**config.mk**
```make
export PLATFORM = sky130hd
export DESIGN_NAME = icd_channel_ctrl
export DESIGN_NICKNAME = d
export VERILOG_FILES = /design/src/rtl/icd_pkg.sv /design/src/rtl/icd_channel_ctrl.sv
export SDC_FILE = /design/constraint.sdc
export NUM_CORES = 1
export LEC_CHECK = 0
export ABC_CLOCK_PERIOD_IN_PS = 2400
export BUFFER_PORTS_ARGS = -buffer_cell sky130_fd_sc_hd__buf_2
export CAP_MARGIN = 30
export CORE_MARGIN = 3
export CORE_UTILIZATION = 30
export CTS_CLUSTER_DIAMETER = 150
export DETAILED_ROUTE_END_ITERATION = 10
export PLACE_DENSITY_LB_ADDON = 0.12
export SYNTH_ARGS = -nofsm -noshare
export SYNTH_HDL_FRONTEND = slang
export SYNTH_SLANG_ARGS = --single-unit
```
**constraint.sdc**
```tcl
create_clock -name i_clk -period 2.4 [get_ports i_clk]
set_input_delay 0.12 -clock i_clk [delete_from_list [all_inputs] [get_ports i_clk]]
set_output_delay 0.12 -clock i_clk [all_outputs]
set_load 0.01 [all_outputs]
```
**src/rtl/icd_pkg.sv**
```systemverilog
// Package for the IDE channel control block: constants and carriers.
// Assumes a single 50 MHz clock domain and plain-port control bits.
package icd_pkg;

    // ----------------------------------------
    // Legacy addresses (10-bit I/O)
    // ----------------------------------------
    localparam logic [9:0] ICD_PRI_CMD_BASE = 10'h1F0;
    localparam logic [9:0] ICD_PRI_CTL_ADDR = 10'h3F6;
    localparam logic [9:0] ICD_SEC_CMD_BASE = 10'h170;
    localparam logic [9:0] ICD_SEC_CTL_ADDR = 10'h376;
    localparam logic [2:0] ICD_DATA_OFS = 3'h0;
    localparam logic [2:0] ICD_CMDREG_OFS = 3'h7;

    // ----------------------------------------
    // Class code bytes
    // ----------------------------------------
    localparam logic [7:0] ICD_CLASS_CODE = 8'h01;
    localparam logic [7:0] ICD_SUBCLASS_CODE = 8'h01;
    localparam int ICD_PIF_CH1_MODE = 0;
    localparam int ICD_PIF_CH2_MODE = 2;

    // ----------------------------------------
    // Monitored drive read commands
    // ----------------------------------------
    localparam logic [7:0] ICD_CMD_RD_BUF = 8'hE4;
    localparam logic [7:0] ICD_CMD_RD_MULT = 8'hC4;
    localparam logic [7:0] ICD_CMD_RD_RETRY = 8'h20;
    localparam logic [7:0] ICD_CMD_RD_NORETRY = 8'h21;

    // ----------------------------------------
    // Region descriptor layout
    // ----------------------------------------
    localparam int ICD_DESC_ADDR_LSB = 1;
    localparam int ICD_DESC_CNT_LSB = 1;
    localparam int ICD_DESC_CNT_MSB = 15;
    localparam int ICD_DESC_LAST_BIT = 31;
    localparam int ICD_DESC_MAX = 8192;
    localparam logic [15:0] ICD_SECTOR_RST = 16'h0100;

    typedef enum logic [1:0] {
        ICD_DMA_IDLE = 2'b00,
        ICD_DMA_WAIT = 2'b01,
        ICD_DMA_XFER = 2'b10,
        ICD_DMA_DONE = 2'b11
    } icd_dma_e;

    // Host I/O access seen on the PCI side
    typedef struct packed {
        logic       valid;
        logic       write;
        logic [9:0] addr;
        logic [7:0] wdata;
    } icd_io_s;

    // Interrupt routing controls
    typedef struct packed {
        logic enable;
        logic mask_inta;
        logic mask_ch1;
        logic mask_ch2;
        logic route0;
        logic route1;
    } icd_irqctl_s;

    // Decoded region descriptor
    typedef struct packed {
        logic [31:0] base;
        logic [15:0] count;
        logic        last_entry_flag;
    } icd_desc_s;

endpackage

```
**src/rtl/icd_channel_ctrl.sv**
```systemverilog
// Control logic for both channels of a PCI-to-IDE controller: DMA handshake,
// interrupt routing, address claim, prefetch limiter, descriptor decode.
// Assumes host I/O accesses are on i_clk; drive and pin inputs are async.
module icd_channel_ctrl
    import icd_pkg::*;
#(
    parameter int IDX_W = 13
)
(
    // Clock and reset
    input  wire logic        i_clk,
    input  wire logic        i_sys_rst,
    // Configuration
    input  wire icd_irqctl_s i_irq_ctl,
    input  wire logic [3:0]  i_prog_interface_byte,
    input  wire logic        i_prefetch_en,
    input  wire logic [15:0] i_sector_size,
    input  wire logic [9:0]  i_bar0,
    input  wire logic [9:0]  i_bar1,
    input  wire logic [9:0]  i_bar2,
    input  wire logic [9:0]  i_bar3,
    // Host I/O access
    input  wire icd_io_s     i_io,
    output logic             o_claim_ch1,
    output logic             o_claim_ch2,
    output logic [7:0]       o_class_code,
    output logic [7:0]       o_subclass_code,
    output logic [7:0]       o_prog_interface_byte,
    // Prefetch
    input  wire logic        i_pf_room,
    input  wire logic        i_pf_word_done,
    output logic             o_pf_active,
    output logic [15:0]      o_sector_left,
    // Drive interrupts (pins)
    input  wire logic        i_channel_one_irq_req,
    input  wire logic        i_channel_two_irq_req,
    output logic             o_irq14,
    output logic             o_irq15,
    output logic             o_inta_n,
    // DMA handshake
    input  wire logic        i_dma_start,
    input  wire logic        i_dma_dreq,
    input  wire logic        i_data_left,
    input  wire logic        i_last_cmd_done,
    output logic             o_dma_ack_n,
    output logic             o_data_cycle,
    output logic             o_dma_busy,
    // Region descriptor fetch
    input  wire logic        i_desc_valid,
    input  wire logic [31:0] i_desc_word0,
    input  wire logic [31:0] i_desc_word1,
    input  wire logic        i_region_done,
    output icd_desc_s        o_desc,
    output logic             o_desc_fetch,
    output logic [IDX_W-1:0] o_desc_index,
    output logic             o_table_done
);

    // ----------------------------------------
    // Pin synchronisers
    // ----------------------------------------
    logic [2:0] sync1_r;
    logic [2:0] sync2_r;
    logic dreq_s;
    logic irq1_s;
    logic irq2_s;

    always_ff @(posedge i_clk)
    begin
        if (i_sys_rst)
        begin
            sync1_r <= 3'h0;
            sync2_r <= 3'h0;
        end
        else
        begin
            sync1_r <= {i_dma_dreq, i_channel_one_irq_req,
                        i_channel_two_irq_req};
            sync2_r <= sync1_r;
        end
    end

    assign dreq_s = sync2_r[2];
    assign irq1_s = sync2_r[1];
    assign irq2_s = sync2_r[0];

    // ----------------------------------------
    // Address claim
    // ----------------------------------------
    function automatic logic hit8(input logic [9:0] a, input logic [9:0] b);
        hit8 = (a[9:3] == b[9:3]);
    endfunction

    logic ch1_native;
    logic ch2_native;
    logic ch1_leg_hit;
    logic ch2_leg_hit;
    logic ch1_nat_hit;
    logic ch2_nat_hit;
    logic ch1_data_rd;
    logic ch2_data_rd;
    logic ch1_cmd_wr;
    logic ch2_cmd_wr;

    assign ch1_native = i_prog_interface_byte[ICD_PIF_CH1_MODE];
    assign ch2_native = i_prog_interface_byte[ICD_PIF_CH2_MODE];
    // Mode bit set also turns the legacy decode off
    assign ch1_leg_hit = !ch1_native && (hit8(i_io.addr, ICD_PRI_CMD_BASE)
        || i_io.addr == ICD_PRI_CTL_ADDR);
    assign ch2_leg_hit = !ch2_native && (hit8(i_io.addr, ICD_SEC_CMD_BASE)
        || i_io.addr == ICD_SEC_CTL_ADDR);
    assign ch1_nat_hit = ch1_native && (hit8(i_io.addr, i_bar0)
        || i_io.addr == i_bar1);
    assign ch2_nat_hit = ch2_native && (hit8(i_io.addr, i_bar2)
        || i_io.addr == i_bar3);
    // Disabled device claims nothing
    assign o_claim_ch1 = i_irq_ctl.enable && i_io.valid
        && (ch1_leg_hit || ch1_nat_hit);
    assign o_claim_ch2 = i_irq_ctl.enable && i_io.valid
        && (ch2_leg_hit || ch2_nat_hit);

    assign ch1_data_rd = o_claim_ch1 && !i_io.write
        && i_io.addr[2:0] == ICD_DATA_OFS && i_io.addr != i_bar1
        && i_io.addr != ICD_PRI_CTL_ADDR;
    assign ch2_data_rd = o_claim_ch2 && !i_io.write
        && i_io.addr[2:0] == ICD_DATA_OFS && i_io.addr != i_bar3
        && i_io.addr != ICD_SEC_CTL_ADDR;
    assign ch1_cmd_wr = o_claim_ch1 && i_io.write
        && i_io.addr[2:0] == ICD_CMDREG_OFS;
    assign ch2_cmd_wr = o_claim_ch2 && i_io.write
        && i_io.addr[2:0] == ICD_CMDREG_OFS;

    // Class code reporting
    assign o_class_code = ICD_CLASS_CODE;
    assign o_subclass_code = ICD_SUBCLASS_CODE;
    assign o_prog_interface_byte = {4'h0, i_prog_interface_byte};

    // ----------------------------------------
    // Interrupt routing
    // ----------------------------------------
    logic irq1_m;
    logic irq2_m;
    logic irq14_nxt;
    logic irq15_nxt;
    logic inta_nxt;
    logic irq14_r;
    logic irq15_r;
    logic inta_n_r;

    always_comb
    begin
        irq1_m = irq1_s && !i_irq_ctl.mask_ch1;
        irq2_m = irq2_s && !i_irq_ctl.mask_ch2;
        irq14_nxt = 1'b0;
        irq15_nxt = 1'b0;
        inta_nxt = 1'b0;
        if (!i_irq_ctl.enable)
        begin
            inta_nxt = 1'b0;
        end
        else if (ch1_native && ch2_native)
        begin
            inta_nxt = !i_irq_ctl.mask_inta && (irq1_m || irq2_m);
        end
        else
        begin
            irq14_nxt = !i_irq_ctl.route0 && irq1_m;
            irq15_nxt = !i_irq_ctl.route1 && irq2_m;
            inta_nxt = !i_irq_ctl.mask_inta
                && ((i_irq_ctl.route0 && irq1_m)
                || (i_irq_ctl.route1 && irq2_m));
        end
    end

    always_ff @(posedge i_clk)
    begin
        if (i_sys_rst)
        begin
            irq14_r <= 1'b0;
            irq15_r <= 1'b0;
            inta_n_r <= 1'b1;
        end
        else
        begin
            irq14_r <= irq14_nxt;
            irq15_r <= irq15_nxt;
            inta_n_r <= !inta_nxt;
        end
    end

    assign o_irq14 = irq14_r;
    assign o_irq15 = irq15_r;
    assign o_inta_n = inta_n_r;

    // ----------------------------------------
    // Prefetch with sector counter
    // ----------------------------------------
    function automatic logic is_read_cmd(input logic [7:0] c);
        is_read_cmd = c == ICD_CMD_RD_BUF || c == ICD_CMD_RD_MULT
            || c == ICD_CMD_RD_RETRY || c == ICD_CMD_RD_NORETRY;
    endfunction

    logic pf_r;
    logic pf_nxt;
    logic [15:0] sect_r;
    logic [15:0] sect_nxt;
    logic rd_cmd_wr;

    assign rd_cmd_wr = (ch1_cmd_wr || ch2_cmd_wr) && is_read_cmd(i_io.wdata);

    always_comb
    begin
        pf_nxt = pf_r;
        sect_nxt = sect_r;
        if (rd_cmd_wr)
        begin
            pf_nxt = 1'b0;
            sect_nxt = i_sector_size;
        end
        else if (pf_r && i_pf_word_done)
        begin
            if (sect_r <= 16'h0001)
            begin
                pf_nxt = 1'b0;
                sect_nxt = i_sector_size;
            end
            else
            begin
                sect_nxt = sect_r - 16'h0001;
            end
        end
        else if (!pf_r && i_prefetch_en && i_pf_room
            && (ch1_data_rd || ch2_data_rd))
        begin
            pf_nxt = 1'b1;
        end
        if (!i_prefetch_en)
        begin
            pf_nxt = 1'b0;
        end
    end

    always_ff @(posedge i_clk)
    begin
        if (i_sys_rst)
        begin
            pf_r <= 1'b0;
            sect_r <= ICD_SECTOR_RST;
        end
        else
        begin
            pf_r <= pf_nxt;
            sect_r <= sect_nxt;
        end
    end

    // No word request past the sector end, even if room remains
    assign o_pf_active = pf_r && i_pf_room;
    assign o_sector_left = sect_r;

    // ----------------------------------------
    // DMA request/acknowledge
    // ----------------------------------------
    icd_dma_e dma_r;
    icd_dma_e dma_nxt;

    always_comb
    begin
        dma_nxt = dma_r;
        case (dma_r)
            ICD_DMA_IDLE:
                if (i_dma_start) dma_nxt = ICD_DMA_WAIT;
            ICD_DMA_WAIT:
                if (dreq_s && i_data_left) dma_nxt = ICD_DMA_XFER;
            ICD_DMA_XFER:
                if (!dreq_s || !i_data_left) dma_nxt = ICD_DMA_DONE;
            ICD_DMA_DONE:
                if (i_last_cmd_done && !dreq_s)
                    dma_nxt = ICD_DMA_IDLE;
                else if (dreq_s && i_data_left)
                    dma_nxt = ICD_DMA_XFER;
            default:
                dma_nxt = ICD_DMA_IDLE;
        endcase
    end

    always_ff @(posedge i_clk)
    begin
        if (i_sys_rst)
            dma_r <= ICD_DMA_IDLE;
        else
            dma_r <= dma_nxt;
    end

    // Ack held through pauses so the drive sees one burst owner
    assign o_dma_ack_n = !(dma_r == ICD_DMA_XFER || dma_r == ICD_DMA_DONE);
    assign o_data_cycle = dma_r == ICD_DMA_XFER && dreq_s && i_data_left;
    assign o_dma_busy = dma_r != ICD_DMA_IDLE;

    // ----------------------------------------
    // Region descriptor walk
    // ----------------------------------------
    logic [IDX_W-1:0] idx_r;
    logic [IDX_W-1:0] idx_nxt;
    logic have_r;
    logic have_nxt;
    logic done_r;
    logic done_nxt;
    icd_desc_s desc_r;
    icd_desc_s desc_nxt;

    always_comb
    begin
        idx_nxt = idx_r;
        have_nxt = have_r;
        done_nxt = done_r;
        desc_nxt = desc_r;
        if (i_dma_start)
        begin
            idx_nxt = '0;
            have_nxt = 1'b0;
            done_nxt = 1'b0;
        end
        else if (!have_r && !done_r && i_desc_valid)
        begin
            have_nxt = 1'b1;
            desc_nxt.base = {i_desc_word0[31:ICD_DESC_ADDR_LSB],
                1'b0};
            desc_nxt.count = {i_desc_word1[ICD_DESC_CNT_MSB:ICD_DESC_CNT_LSB],
                1'b0};
            desc_nxt.last_entry_flag = i_desc_word1[ICD_DESC_LAST_BIT];
        end
        else if (have_r && i_region_done)
        begin
            have_nxt = 1'b0;
            idx_nxt = idx_r + 1'b1;
            done_nxt = desc_r.last_entry_flag;
        end
    end

    always_ff @(posedge i_clk)
    begin
        if (i_sys_rst)
        begin
            idx_r <= '0;
            have_r <= 1'b0;
            done_r <= 1'b1;
            desc_r <= '0;
        end
        else
        begin
            idx_r <= idx_nxt;
            have_r <= have_nxt;
            done_r <= done_nxt;
            desc_r <= desc_nxt;
        end
    end

    assign o_desc = desc_r;
    assign o_desc_fetch = !have_r && !done_r;
    assign o_desc_index = idx_r;
    assign o_table_done = done_r;
endmodule

```
==> run metrics <==
data arrival time of the worst path 2550 ps; unrepaired setup endpoints after global routing no; Worst Setup Start Kind register; Die Span X 127.7 um; I/O pin count 276; max_slew headroom 0.6302; area delta synth->final 39.62%; clock buffer depth 2; CP Class register to register; PortBufs 226; Antenna Nets Post-Route 0; CP required ~2700 ps; WL final 14640 um; asr flop ratio synth 0; DR vias 4656; top-count cell post-synth nand2_1; Vias/cell 4.785; post-layout minimum cycle time 2266 ps; GRT Residual Overflow 0; post_cts resized 0; portion of total power attributed to sequential cells 0.451; Peak VDD IR approximately 0.34 mV; CP startpoint o_sector_left[9]$_SDFFE_PP0P_; TNS Setup 0 ps; CP max FO 13; area leader, netlist dfxtp_1; CORE AREA roughly 0.014 sq mm; endpoints failing setup 0; Fmax 441.3 MHz; TritonCTS Buffers 9; Die Footprint roughly 0.016 sq mm; antenna violations before repair 1; vias in the first global route 4597; largest net degree at the start of global routing 48; Least-Margin Pin Slew 554.1 ps; Synthesis Warnings 0; syn_area_per_cell 8.070 sq um; reg-to-reg startpoint o_sector_left[9]$_SDFFE_PP0P_; first-pass GRT wire length between 20000 and 25000 um; CTS tree done; DPL Wire Length roughly 11000 um; Avg WL per Cell 15.04 um; Placement Cell Area between 0.005 and 0.006 sq mm; DR iter-0 viols about 140; top-area cell type share of the netlist area 0.4052; Yosys reg bits 90; Primary FF master, synth dfxtp_1; Psw around 800 uW; Finished Core Util 0.4371; All-Layer GR Usage 0.1748; Clk pwr share 0.427; Synth top cells by count nand2_1 (126), dfxtp_1 (90), a21oi_1 (67), buf_4 (26), xnor2_1 (25); CTS root buf clkbuf_16; clock slew at reported path FFs 60 ps; std cell rows 43; R2R Setup Slk 130 ps; Post-synth EDFFs 0; Unique masters post-synth 64; final instance area 0.006208 sq mm; Skew-Pair Late Insertion Delay 350 ps; Lkg Pwr between 0.002 and 0.003 uW; CP endpoint kind register; synthesized area 0.004447 sq mm; htree depth 3; Seq/Total Area, Yosys 0.4052; drt pass-1 iters 4; PD cells 549.9 mW/mm^2; DRC Markers 0; Die Ht 127.7 um; Tcrit/Tclk final 0.9443; Pint 2607 uW; status finished, final reports clean; clk_skew ~6.2 ps; Routability Congestion 0.8658; Clock Sink Count 90; Final Max Tran Viols 0; Sw Share 0.2365; top cells by area, synth dfxtp_1 (41%), nand2_1 (11%), a21oi_1 (7.5%); Max Cap Viol 0; final hold violation count 0; layout cell share with drive strength beyond 1 0.3460; fin nets around 950; Logic pwr share 0.121; Hold Crit Class primary input to register; Starting Density 0.3131; Hold Startpoint i_desc_word0[11]; Synth Instances 551
## flip-flops by register name, summed over array words and instances (netlist names), 2 cells and up
register       cells
o_desc_index      13
sync2_r            3
sync1_r            3
dma_r              2
o_desc            47
o_sector_left     16
## layout make-up
| cell class | count | area [sq um] |
|---|---|---|
| Fill cell | 1452 | 7995 |
| Clock inverter | 2 | 35.03 |
| Tap cell | 180 | 225.2 |
| Clock buffer | 13 | 270.3 |
| Inverter | 9 | 33.78 |
| Multi-Input combinational cell | 416 | 2369 |
| Antenna cell | 1 | 2.502 |
| Timing Repair Buffer | 262 | 1471 |
| Sequential cell | 90 | 1802 |
## per-stage QoR
| step | worst slack [ps] | power, uW | std cells | hold WS, ps |
|---|---|---|---|---|
| CTS | 48.66 | 3471 | 970 | 1.031 |
| global route | 18.13 | 3567 | 973 | 12.39 |
| floorplan | 307.1 | 1794 | 571 | 221.5 |
| finish | 133.7 | 3414 | 973 | 14.60 |
| detailed placement | 68.48 | 1962 | 932 | 240.1 |
| global placement | 110.7 | 1955 | 932 | 240.1 |
## cells in the final DEF (no fill, tap or decap), drive strengths merged, types with 5 or more instances in the layout
cell type    instances
nand3                6
xor2                16
o21ai               17
or3                  8
nor4                 6
nand2              127
inv                  9
a21oi               68
dfxtp               90
nor2b               10
nand4               10
a32o                 5
conb                22
xnor2               25
dlygate4sd3         23
o22ai                9
nor3                 9
clkbuf              13
nor2                23
buf                239
## final timing paths
| check | endpoint | cells past startpoint |
|---|---|---|
| min reg2reg | sync2_r[0]$_SDFF_PP0_ | 1 |
| max | o_sector_left[12]$_SDFFE_PP0P_ | 6 |
| min | o_desc[28]$_SDFFE_PP0P_ | 3 |
| max reg2reg | o_sector_left[12]$_SDFFE_PP0P_ | 6 |
## logic make-up (layout without fill, tap and decap cells)
logic type      count (synthesis)  after routing  share of synthesized area
other cells                     2             23                   0.001689
simple gates                  227            227                     0.2504
flops                          90             90                     0.4052
fa+ha+maj                       3              3                   0.008442
buf+inv                        65            286                    0.08076
mux                             4              4                   0.009004
compound gates                119            119                     0.1638
xor+xnor                       41             41                    0.08075
## timing repair
action / CTS / global route
endpoints found under the hold margin: 23 / 0
hold buffers: 23 / 0
buffers inserted: 0 / 2
setup endpoints to repair: 0 / 9
## power by group through the flow
stage | sequential (uW) | combinational (uW) | clock (uW)
after floorplan | 1580 | 210 | 0
after global placement | 1570 | 383 | 0
after detailed placement | 1570 | 389 | 0
after CTS | 1540 | 419 | 1510
after global routing | 1540 | 458 | 1570
final | 1540 | 414 | 1460
## worst max-delay path: stages, from the launching register on
cell and delay, ps:
dfxtp_1 350, or3_4 420, or4_4 470, nor2_4 310, nand2_1 120, nand2b_1 320, a32o_1 220
## per-layer routing
layer,track usage,wire (um),vias up
li1,-,-,2311
met1,0.1955,5785,2105
met2,0.3007,6959,216
met3,0.05500,1448,24
met4,0.08365,444,0
met5,0,0,-
No activity file was read; power rests on OpenSTA's default activity.
